### config.mk
export PLATFORM = sky130hd
export DESIGN_NAME = spm_top
export DESIGN_NICKNAME = d
export VERILOG_FILES = /design/src/common/spm_pkg.sv /design/src/verilog/spm_sync.sv /design/src/verilog/spm_beacon.sv /design/src/verilog/spm_top.sv
export SDC_FILE = /design/constraint.sdc
export NUM_CORES = 1
export LEC_CHECK = 0
export BUFFER_PORTS_ARGS = -buffer_cell sky130_fd_sc_hd__buf_4
export CELL_PAD_IN_SITES_DETAIL_PLACEMENT = 0
export CELL_PAD_IN_SITES_GLOBAL_PLACEMENT = 1
export CORE_MARGIN = 2
export CORE_UTILIZATION = 30
export CTS_CLUSTER_SIZE = 28
export DETAILED_ROUTE_END_ITERATION = 10
export PLACE_DENSITY_LB_ADDON = 0.3
export SLEW_MARGIN = 20
export SYNTH_ARGS = -nofsm -noshare
export SYNTH_HDL_FRONTEND = slang
export SYNTH_SLANG_ARGS = --single-unit
### constraint.sdc
create_clock -name REF_CLK_I -period 6.2 [get_ports REF_CLK_I]
set_clock_uncertainty 0.15 [all_clocks]
set_input_delay 0.31 -clock REF_CLK_I [delete_from_list [all_inputs] [get_ports REF_CLK_I]]
set_output_delay 0.31 -clock REF_CLK_I [all_outputs]
set_load 0.1 [all_outputs]
### src/common/spm_pkg.sv
// Constants shared by the switch power-mode controller.
// Assumes a 250 MHz reference clock and an AXI4-Lite register bus.
package spm_pkg;

	// ==========================================================
	// Timing
	localparam int CLK_MHZ        = 250;
	localparam int PULSE_NS       = 120;
	localparam int PULSE_CYC      = (PULSE_NS * CLK_MHZ + 999) / 1000;
	localparam int BEACON_MS      = 1000;
	localparam int BEACON_CYC     = BEACON_MS * CLK_MHZ * 1000;
	localparam int SLEEP_UNIT_US  = 1000;
	localparam int SLEEP_UNIT_CYC = SLEEP_UNIT_US * CLK_MHZ;

	// ==========================================================
	// Register indices (byte address is four times the index)
	localparam int         AXI_AW        = 10;
	localparam logic [7:0] IDX_PORT1_CTL = 8'h1D;
	localparam logic [7:0] IDX_PORT2_CTL = 8'h2D;
	localparam logic [7:0] IDX_GLOBAL    = 8'hC3;
	localparam logic [7:0] IDX_SLEEP     = 8'hC4;
	localparam logic [7:0] IDX_STATUS    = 8'hC5;
	localparam logic [7:0] IDX_AN_CTL    = 8'hC6;

	// ==========================================================
	// Field positions
	localparam int PORT_PD_BIT    = 3;
	localparam int MODE_LSB       = 4;
	localparam int AN_EN_BIT      = 0;
	localparam int STS_ENERGY_LSB = 4;

	// ==========================================================
	// Reset values
	localparam logic [7:0] RST_PORT_CTL = 8'h00;
	localparam logic [7:0] RST_GLOBAL   = 8'h00;
	localparam logic [7:0] RST_SLEEP    = 8'h50;
	localparam logic [7:0] RST_AN_CTL   = 8'h01;

	// ==========================================================
	// Mode codes, bus answers and controller states
	localparam logic [1:0] MODE_NORMAL = 2'h0;
	localparam logic [1:0] MODE_ENERGY = 2'h1;
	localparam logic [1:0] MODE_SOFT   = 2'h2;
	localparam logic [1:0] MODE_SAVING = 2'h3;
	localparam logic [1:0] RESP_OKAY   = 2'h0;
	localparam logic [1:0] RESP_SLVERR = 2'h2;

	typedef enum logic [2:0] {
		ST_NORMAL,
		ST_ED_AWAKE,
		ST_ED_SLEEP,
		ST_SOFT,
		ST_SAVING,
		ST_CHIP_DOWN
	} spm_state_t;

endpackage : spm_pkg

### src/verilog/spm_sync.sv
// Three-stage input synchroniser with agreement filter.
// Assumes inputs are asynchronous to the reference clock.
`timescale 1ns/1ps
`default_nettype none
module spm_sync #(
	parameter int               W       = 1,
	parameter logic [W-1:0]     RST_VAL = '0
) (
	input  wire logic         clk_i,
	input  wire logic         rst_n_i,
	input  wire logic         ce_i,
	input  wire logic [W-1:0] d_i,
	output logic      [W-1:0] q_o
);

	typedef struct packed {
		logic [W-1:0] s1;
		logic [W-1:0] s2;
		logic [W-1:0] s3;
		logic [W-1:0] o;
	} spm_sync_st_t;

	spm_sync_st_t q;
	spm_sync_st_t n;

	// A bit changes only once stages two and three agree.
	always_comb begin
		n    = q;
		n.s1 = d_i;
		n.s2 = q.s1;
		n.s3 = q.s2;
		n.o  = ((q.s2 ~^ q.s3) & q.s3) | ((q.s2 ^ q.s3) & q.o);
		if (!ce_i) begin
			n = q;
		end
	end

	always_ff @(posedge clk_i or negedge rst_n_i) begin
		if (!rst_n_i) begin
			q <= '{RST_VAL, RST_VAL, RST_VAL, RST_VAL};
		end else begin
			q <= n;
		end
	end

	assign q_o = q.o;

endmodule : spm_sync
`default_nettype wire

### src/verilog/spm_beacon.sv
// Line beacon: one short pulse at the start of every period while enabled.
// Assumes the enable comes from a register on the same clock.
`timescale 1ns/1ps
`default_nettype none
module spm_beacon #(
	parameter int PERIOD = spm_pkg::BEACON_CYC
) (
	input  wire logic clk_i,
	input  wire logic rst_n_i,
	input  wire logic ce_i,
	input  wire logic en_i,
	output logic      pulse_o
);

	typedef struct packed {
		logic [31:0] cnt;
		logic        pulse;
	} spm_beacon_st_t;

	spm_beacon_st_t q;
	spm_beacon_st_t n;
	logic [31:0]    hi_run;

	always_comb begin
		n = q;
		if (!en_i) begin
			n.cnt   = 32'h0;
			n.pulse = 1'b0;
		end else begin
			n.cnt   = (q.cnt == 32'(PERIOD - 1)) ? 32'h0 : q.cnt + 32'h1;
			n.pulse = q.cnt < 32'(spm_pkg::PULSE_CYC);
		end
		if (!ce_i) begin
			n = q;
		end
	end

	always_ff @(posedge clk_i or negedge rst_n_i) begin
		if (!rst_n_i) begin
			q <= '0;
		end else begin
			q <= n;
		end
	end

	assign pulse_o = q.pulse;

	// ==========================================================
	// Checks
	always_ff @(posedge clk_i or negedge rst_n_i) begin
		if (!rst_n_i) begin
			hi_run <= 32'h0;
		end else if (ce_i) begin
			hi_run <= q.pulse ? hi_run + 32'h1 : 32'h0;
		end
	end
endmodule : spm_beacon
`default_nettype wire

### src/verilog/spm_top.sv
// Power-mode controller of a three-port switch, with AXI4-Lite registers.
// Assumes the power-down pin and energy inputs are asynchronous pins.
//
// Summary of operation
// - Power-down pin low turns whole chip off.
// - Mode field picks normal, energy, soft, saving.
// - Port control bit 3 powers down that PHY.
// - Mode field resets to normal operation.
// - Saving keeps PLL, MAC, host; trims receiver.
// - Energy idle beyond sleep delay enters low power.
// - Low power leaves only receiver energy detection.
// - Low power emits 120 ns pulse each second.
// - Cable energy returns device to normal power.
// - Soft power down stops clocks, PHY, MAC.
// - Any host access wakes from soft down.
// - Saving needs mode 11, autonegotiation, no cable.
// - Saving keeps transmitter; activity restores receiver.
`timescale 1ns/1ps
`default_nettype none
module spm_top #(
	parameter int BEACON_CYC     = spm_pkg::BEACON_CYC,
	parameter int SLEEP_UNIT_CYC = spm_pkg::SLEEP_UNIT_CYC
) (
	input  wire logic                       REF_CLK_I,
	input  wire logic                       RST_N_I,
	input  wire logic                       CLK_EN_I,
	input  wire logic                       CHIP_POWERDOWN_N_I,
	input  wire logic [1:0]                 CABLE_ENERGY_I,
	input  wire logic [spm_pkg::AXI_AW-1:0] S_AXI_AWADDR_I,
	input  wire logic                       S_AXI_AWVALID_I,
	output logic                            S_AXI_AWREADY_O,
	input  wire logic [31:0]                S_AXI_WDATA_I,
	input  wire logic [3:0]                 S_AXI_WSTRB_I,
	input  wire logic                       S_AXI_WVALID_I,
	output logic                            S_AXI_WREADY_O,
	output logic [1:0]                      S_AXI_BRESP_O,
	output logic                            S_AXI_BVALID_O,
	input  wire logic                       S_AXI_BREADY_I,
	input  wire logic [spm_pkg::AXI_AW-1:0] S_AXI_ARADDR_I,
	input  wire logic                       S_AXI_ARVALID_I,
	output logic                            S_AXI_ARREADY_O,
	output logic [31:0]                     S_AXI_RDATA_O,
	output logic [1:0]                      S_AXI_RRESP_O,
	output logic                            S_AXI_RVALID_O,
	input  wire logic                       S_AXI_RREADY_I,
	output logic                            PLL_EN_O,
	output logic                            MAC_EN_O,
	output logic                            HOST_EN_O,
	output logic [1:0]                      PHY_PWR_EN_O,
	output logic [1:0]                      PHY_RX_FULL_O,
	output logic                            ENERGY_DET_EN_O,
	output logic                            LINE_PULSE_O
);

	typedef struct packed {
		spm_pkg::spm_state_t st;
		logic [7:0]          p1;
		logic [7:0]          p2;
		logic [7:0]          gpm;
		logic [7:0]          sleep;
		logic [7:0]          an;
		logic [31:0]         pre;
		logic [8:0]          idle;
		logic                awrdy;
		logic                wrdy;
		logic                aw_have;
		logic                w_have;
		logic [7:0]          aw_idx;
		logic [7:0]          wdat;
		logic                wstb;
		logic                bvalid;
		logic [1:0]          bresp;
		logic                arrdy;
		logic                rvalid;
		logic [1:0]          rresp;
		logic [7:0]          rdata;
		logic                pll;
		logic                mac;
		logic                host;
		logic                edet;
		logic [1:0]          phy;
		logic [1:0]          rxf;
	} spm_regs_t;

	localparam spm_regs_t RST_REGS = '{
		st: spm_pkg::ST_NORMAL,
		p1: spm_pkg::RST_PORT_CTL,
		p2: spm_pkg::RST_PORT_CTL,
		gpm: spm_pkg::RST_GLOBAL,
		sleep: spm_pkg::RST_SLEEP,
		an: spm_pkg::RST_AN_CTL,
		awrdy: 1'b1,
		wrdy: 1'b1,
		arrdy: 1'b1,
		pll: 1'b1,
		mac: 1'b1,
		host: 1'b1,
		phy: 2'h3,
		rxf: 2'h3,
		default: '0
	};

	spm_regs_t  q;
	spm_regs_t  n;
	logic [2:0] sync_q;
	logic       pwr_n_s;
	logic [1:0] en_s;
	logic       aw_hs;
	logic       ar_hs;
	logic       wake;
	logic       host_ok;
	logic       expire;
	logic [1:0] pd;
	logic [1:0] mode;
	logic [7:0] ridx;

	// ==========================================================
	// Pin synchronisers
	spm_sync #(
		.W       (3),
		.RST_VAL (3'h1)
	) u_sync (
		.clk_i   (REF_CLK_I),
		.rst_n_i (RST_N_I),
		.ce_i    (CLK_EN_I),
		.d_i     ({CABLE_ENERGY_I, CHIP_POWERDOWN_N_I}),
		.q_o     (sync_q)
	);

	assign pwr_n_s = sync_q[0];
	assign en_s    = sync_q[2:1];

	// ==========================================================
	// Line beacon, running only in the low-power state
	spm_beacon #(
		.PERIOD  (BEACON_CYC)
	) u_beacon (
		.clk_i   (REF_CLK_I),
		.rst_n_i (RST_N_I),
		.ce_i    (CLK_EN_I),
		.en_i    (q.edet),
		.pulse_o (LINE_PULSE_O)
	);

	// ==========================================================
	// Next-state logic
	always_comb begin
		n       = q;
		aw_hs   = S_AXI_AWVALID_I && q.awrdy;
		ar_hs   = S_AXI_ARVALID_I && q.arrdy;
		// Soft power down has the host port off, yet an access must still wake it.
		wake    = (q.st == spm_pkg::ST_SOFT) && (aw_hs || ar_hs);
		host_ok = (q.st != spm_pkg::ST_ED_SLEEP) && (q.st != spm_pkg::ST_CHIP_DOWN);
		expire  = q.idle > {1'b0, q.sleep};
		ridx    = S_AXI_ARADDR_I[9:2];

		// Write address and data are taken independently, in either order.
		if (aw_hs) begin
			n.awrdy   = 1'b0;
			n.aw_have = 1'b1;
			n.aw_idx  = S_AXI_AWADDR_I[9:2];
		end
		if (S_AXI_WVALID_I && q.wrdy) begin
			n.wrdy   = 1'b0;
			n.w_have = 1'b1;
			n.wdat   = S_AXI_WDATA_I[7:0];
			n.wstb   = S_AXI_WSTRB_I[0];
		end
		if (wake) begin
			n.gpm[spm_pkg::MODE_LSB +: 2] = spm_pkg::MODE_NORMAL;
		end
		if (q.aw_have && q.w_have && !q.bvalid) begin
			n.bvalid = 1'b1;
			n.bresp  = spm_pkg::RESP_OKAY;
			if (!host_ok) begin
				n.bresp = spm_pkg::RESP_SLVERR;
			end else begin
				unique case (q.aw_idx)
					spm_pkg::IDX_PORT1_CTL: if (q.wstb) n.p1 = q.wdat;
					spm_pkg::IDX_PORT2_CTL: if (q.wstb) n.p2 = q.wdat;
					spm_pkg::IDX_GLOBAL:    if (q.wstb) n.gpm = q.wdat;
					spm_pkg::IDX_SLEEP:     if (q.wstb) n.sleep = q.wdat;
					spm_pkg::IDX_AN_CTL:    if (q.wstb) n.an = q.wdat;
					spm_pkg::IDX_STATUS:    n.bresp = spm_pkg::RESP_OKAY;
					default:                n.bresp = spm_pkg::RESP_SLVERR;
				endcase
			end
		end
		if (q.bvalid && S_AXI_BREADY_I) begin
			n.bvalid  = 1'b0;
			n.aw_have = 1'b0;
			n.w_have  = 1'b0;
			n.awrdy   = 1'b1;
			n.wrdy    = 1'b1;
		end

		// Read channel: data one cycle after the address is taken.
		if (ar_hs) begin
			n.arrdy  = 1'b0;
			n.rvalid = 1'b1;
			n.rresp  = spm_pkg::RESP_OKAY;
			n.rdata  = 8'h00;
			if (!host_ok) begin
				n.rresp = spm_pkg::RESP_SLVERR;
			end else begin
				unique case (ridx)
					spm_pkg::IDX_PORT1_CTL: n.rdata = q.p1;
					spm_pkg::IDX_PORT2_CTL: n.rdata = q.p2;
					spm_pkg::IDX_GLOBAL:    n.rdata = q.gpm;
					spm_pkg::IDX_SLEEP:     n.rdata = q.sleep;
					spm_pkg::IDX_AN_CTL:    n.rdata = q.an;
					spm_pkg::IDX_STATUS: begin
						n.rdata = {2'h0, en_s, 1'b0, q.st};
					end
					default:                n.rresp = spm_pkg::RESP_SLVERR;
				endcase
			end
		end
		if (q.rvalid && S_AXI_RREADY_I) begin
			n.rvalid = 1'b0;
			n.arrdy  = 1'b1;
		end

		// Idle timer counts whole sleep units with no cable energy.
		if ((q.st == spm_pkg::ST_ED_AWAKE) && (en_s == 2'h0)) begin
			if (q.pre == 32'(SLEEP_UNIT_CYC - 1)) begin
				n.pre = 32'h0;
				if (q.idle != 9'h1FF) begin
					n.idle = q.idle + 9'h1;
				end
			end else begin
				n.pre = q.pre + 32'h1;
			end
		end else begin
			n.pre  = 32'h0;
			n.idle = 9'h0;
		end

		// Global mode, from bits five to four of the mode register.
		mode = n.gpm[spm_pkg::MODE_LSB +: 2];
		if (!pwr_n_s) begin
			n.st = spm_pkg::ST_CHIP_DOWN;
		end else begin
			unique case (mode)
				spm_pkg::MODE_NORMAL: n.st = spm_pkg::ST_NORMAL;
				spm_pkg::MODE_ENERGY: begin
					if (q.st == spm_pkg::ST_ED_SLEEP) begin
						n.st = (en_s != 2'h0) ? spm_pkg::ST_ED_AWAKE : spm_pkg::ST_ED_SLEEP;
					end else if ((q.st == spm_pkg::ST_ED_AWAKE) && expire) begin
						n.st = spm_pkg::ST_ED_SLEEP;
					end else begin
						n.st = spm_pkg::ST_ED_AWAKE;
					end
				end
				spm_pkg::MODE_SOFT:   n.st = spm_pkg::ST_SOFT;
				spm_pkg::MODE_SAVING: n.st = spm_pkg::ST_SAVING;
			endcase
		end

		// Block enables follow the state entered at this edge.
		pd     = {n.p2[spm_pkg::PORT_PD_BIT], n.p1[spm_pkg::PORT_PD_BIT]};
		n.pll  = 1'b0;
		n.mac  = 1'b0;
		n.host = 1'b0;
		n.edet = 1'b0;
		n.phy  = 2'h0;
		n.rxf  = 2'h0;
		unique case (n.st)
			spm_pkg::ST_NORMAL, spm_pkg::ST_ED_AWAKE: begin
				n.pll  = 1'b1;
				n.mac  = 1'b1;
				n.host = 1'b1;
				n.phy  = ~pd;
				n.rxf  = ~pd;
			end
			spm_pkg::ST_SAVING: begin
				n.pll  = 1'b1;
				n.mac  = 1'b1;
				n.host = 1'b1;
				n.phy  = ~pd;
				// Receiver trimmed only with autonegotiation on and no energy on that port.
				n.rxf  = ~pd & ~({2{n.an[spm_pkg::AN_EN_BIT]}} & ~en_s);
			end
			spm_pkg::ST_ED_SLEEP: begin
				n.edet = 1'b1;
			end
			spm_pkg::ST_SOFT, spm_pkg::ST_CHIP_DOWN: begin
				n.edet = 1'b0;
			end
		endcase

		if (!CLK_EN_I) begin
			n = q;
		end
	end

	always_ff @(posedge REF_CLK_I or negedge RST_N_I) begin
		if (!RST_N_I) begin
			q <= RST_REGS;
		end else begin
			q <= n;
		end
	end

	assign S_AXI_AWREADY_O = q.awrdy;
	assign S_AXI_WREADY_O  = q.wrdy;
	assign S_AXI_BRESP_O   = q.bresp;
	assign S_AXI_BVALID_O  = q.bvalid;
	assign S_AXI_ARREADY_O = q.arrdy;
	assign S_AXI_RDATA_O   = {24'h0, q.rdata};
	assign S_AXI_RRESP_O   = q.rresp;
	assign S_AXI_RVALID_O  = q.rvalid;
	assign PLL_EN_O        = q.pll;
	assign MAC_EN_O        = q.mac;
	assign HOST_EN_O       = q.host;
	assign PHY_PWR_EN_O    = q.phy;
	assign PHY_RX_FULL_O   = q.rxf;
	assign ENERGY_DET_EN_O = q.edet;
endmodule : spm_top
`default_nettype wire

==> results_dict.tcl <==
set metrics [dict create \
    fill_cells 2996 \
    clk_pin_slew_ns 0.07 \
    cts.sink_count 169 \
    hold_ws_ns 0.0604 \
    antenna_found_initial 0 \
    fin_tns_setup_ns 0 \
    ys_seq_elements 169 \
    dp_hpwl_um 15000 \
    synthCells 854 \
    vias_per_cell 4.93 \
    grtUsageTotal_pct 14.2 \
    numCtsBuffers 17 \
    tightest_slew_ns 1.04 \
    critPathArrivalTime_ns 3.07 \
    post-cts-setup-buffer-count 0 \
    async_flop_share_pct 100 \
    dieArea_um2 31300 \
    wl_per_cell_um 16.2 \
    drv_cap 0 \
    synth_area_um2 8970 \
    setup-violations-final 0 \
    gp_congestion 0.747 \
    clock-root-buffer "clkbuf_16" \
    slew_headroom_pct 30.8 \
    placed_area_um2 9600 \
    dp_slack_ns 3.25 \
    overflow 0 \
    final_cell_mix "dfrtp_1, nand2_1, buf_4" \
    worst_path_max_delay_cell "and2_1" \
    vias 6516 \
    path_class "reg -> reg" \
    startpoint "q[59]" \
    hold_viol 0 \
    min-delay-start "S_AXI_ARVALID_I" \
    final_antenna_net_count 0 \
    final_cells 1321 \
    final_common_cell "dfrtp_1" \
    yosys_warnings 0 \
    ios 117 \
    multiInputGateArea_um2 4270 \
    rsz0062_at_grt "no" \
    rows 63 \
    drtPass1Iterations 4 \
    min_period_ns 2.87 \
    die_h_um 177 \
    crit_chain "nor4_1 > and4_1 > a31o_2 > and2_1 > nand3_1 > o21ai_0" \
    finalCritPeriodShare_pct 46.3 \
    ir_drop_mv 0.284 \
    required_ns 6.40 \
    core_region_area_um2 29600 \
    ys.flop_type "dfrtp_1" \
    fmax_mhz 348 \
    r2r-start "q[59]" \
    drtIter0Drc 391 \
    p_total_mw 3.09 \
    io_buffers 59 \
    leakagePower_nw 4.52 \
    drive_gt1_share_pct 21.8 \
    syn_avg_cell_area_um2 10.5 \
    synth_cell_types 81 \
    fp.dieW_um 177 \
    slew_violations 0 \
    wl_um 21400 \
    syn_to_final_growth_pct 16.1 \
    crit_path_end_kind "flop" \
    start_kind "flop" \
    design_area_um2 10400 \
    initial_utilization_pct 30.3 \
    grt_max_degree 83 \
    diodes 0 \
    synth_edf_count 0 \
    drc_errors 0 \
    clock_latency_ns 0.43 \
    cp_slowest_stage_delay_ns 0.87 \
    fin_util_pct 35.2 \
    setup_ws_ns 3.33 \
    grt_pass1_wl_um 34800 \
    critPathMaxFanout 26 \
    nets 1000 \
    cts_tree "yes" \
    powerDensity_nw_per_um2 297 \
    htree_levels 4 \
    status "finished clean" \
    first_global_vias 6272 \
    seq_area_frac_synth_pct 47.4 \
    seqCellArea_um2 4250 \
    dp_cells 1265 \
    clock_path_buffers 2 \
    hold_class "in -> reg" \
]
metal layers:
layer | up-vias | global-route usage, % | part of all wire, % | routed length (um)
met4 | 0 | 3.41 | 0.80 | 172
met5 | - | 0 | 0 | 0
met2 | 96 | 21.1 | 44 | 9500
met3 | 9 | 2.41 | 2.7 | 574
met1 | 3225 | 21.2 | 52 | 11200
li1 | 3186 | - | - | -
final timing paths:
kind | end | slack (ns) | depth (start not counted)
min in group asynchronous | u_beacon.q[25] | 0.20 | 2
worst max register to register | q[44] | 3.33 | 6
worst min register to register | S_AXI_WREADY_O | 0.32 | 2
max in group asynchronous | q[25] | 4.63 | 3
worst max-delay path | q[44] | 3.33 | 6
worst min-delay path | S_AXI_ARREADY_O | 0.06 | 3
power breakdown:
| part | internal (mW) | switching [mW] |
|---|---|---|
| sequential | 1.23 | 0.167 |
| clock | 0.577 | 0.476 |
| combinational | 0.193 | 0.448 |
cell type report:
cell class	count	share of cell area [%]
Clock inverter	13	1.29
Multi-Input combinational cell	616	41.0
Tap cell	390	4.68
Timing Repair Buffer	90	7.13
Inverter	24	0.889
Clock buffer	19	4.25
Sequential cell	169	40.8
what timing repair did:
item / 4_1_cts / 5_1_grt
gates resized for setup: 0 / 0
hold buffers: 24 / 0
endpoints found under the setup margin: 0 / 0
hold endpoints to repair: 59 / 0
synth_stat cells (all sizes together) (4+ instances only):
cell     number  area [um^2]
dfrtp       154         3850
nand2        73          284
mux2         64          724
nor2         63          260
buf          54          393
o21ai        47          235
nand3        37          185
nand4        25          156
inv          24         92.6
xor2         20          175
a21oi        18         90.1
nor4         17          125
clkbuf       16         62.6
o31ai        16          120
dfstp        15          394
ha           15          188
xnor2        15          131
mux2i        14          140
nor3         14         80.1
and3         13         81.3
a22o         11         96.3
and4         11         96.3
o2bb2ai      10         87.6
nor2b         9         63.8
or3           8         55.1
a31oi         7         43.8
and2          7         43.8
nand2b        7         43.8
a221o         6         60.1
nor3b         5         58.8
o41ai         4         61.3
critical path: cells and delay by family, from the launching register on:
family	cells	cell delay [ns]
flops	1	0.45
simple gates	4	1.64
compound gates	2	0.55
state kept, by name, summed over array words and instances, names as in the netlist:
register,count
S_AXI_RRESP_O,1
u_sync.q,9
S_AXI_WREADY_O,1
S_AXI_RDATA_O,8
PHY_RX_FULL_O,2
PLL_EN_O,1
S_AXI_RVALID_O,1
q,103
u_beacon.q,32
S_AXI_AWREADY_O,1
u_sync.q_o,3
ENERGY_DET_EN_O,1
u_beacon.pulse_o,1
S_AXI_BVALID_O,1
S_AXI_BRESP_O,1
S_AXI_ARREADY_O,1
PHY_PWR_EN_O,2
kinds of logic after synthesis:
| logic type | share of synthesized area (%) |
|---|---|
| compound gates | 12.7 |
| xor+xnor | 3.42 |
| fa+ha+maj | 2.09 |
| buf+inv | 6.11 |
| flops | 47.4 |
| mux | 9.64 |
| other cells | 0.0418 |
| simple gates | 18.6 |
(Power assumes the default switching activity.)
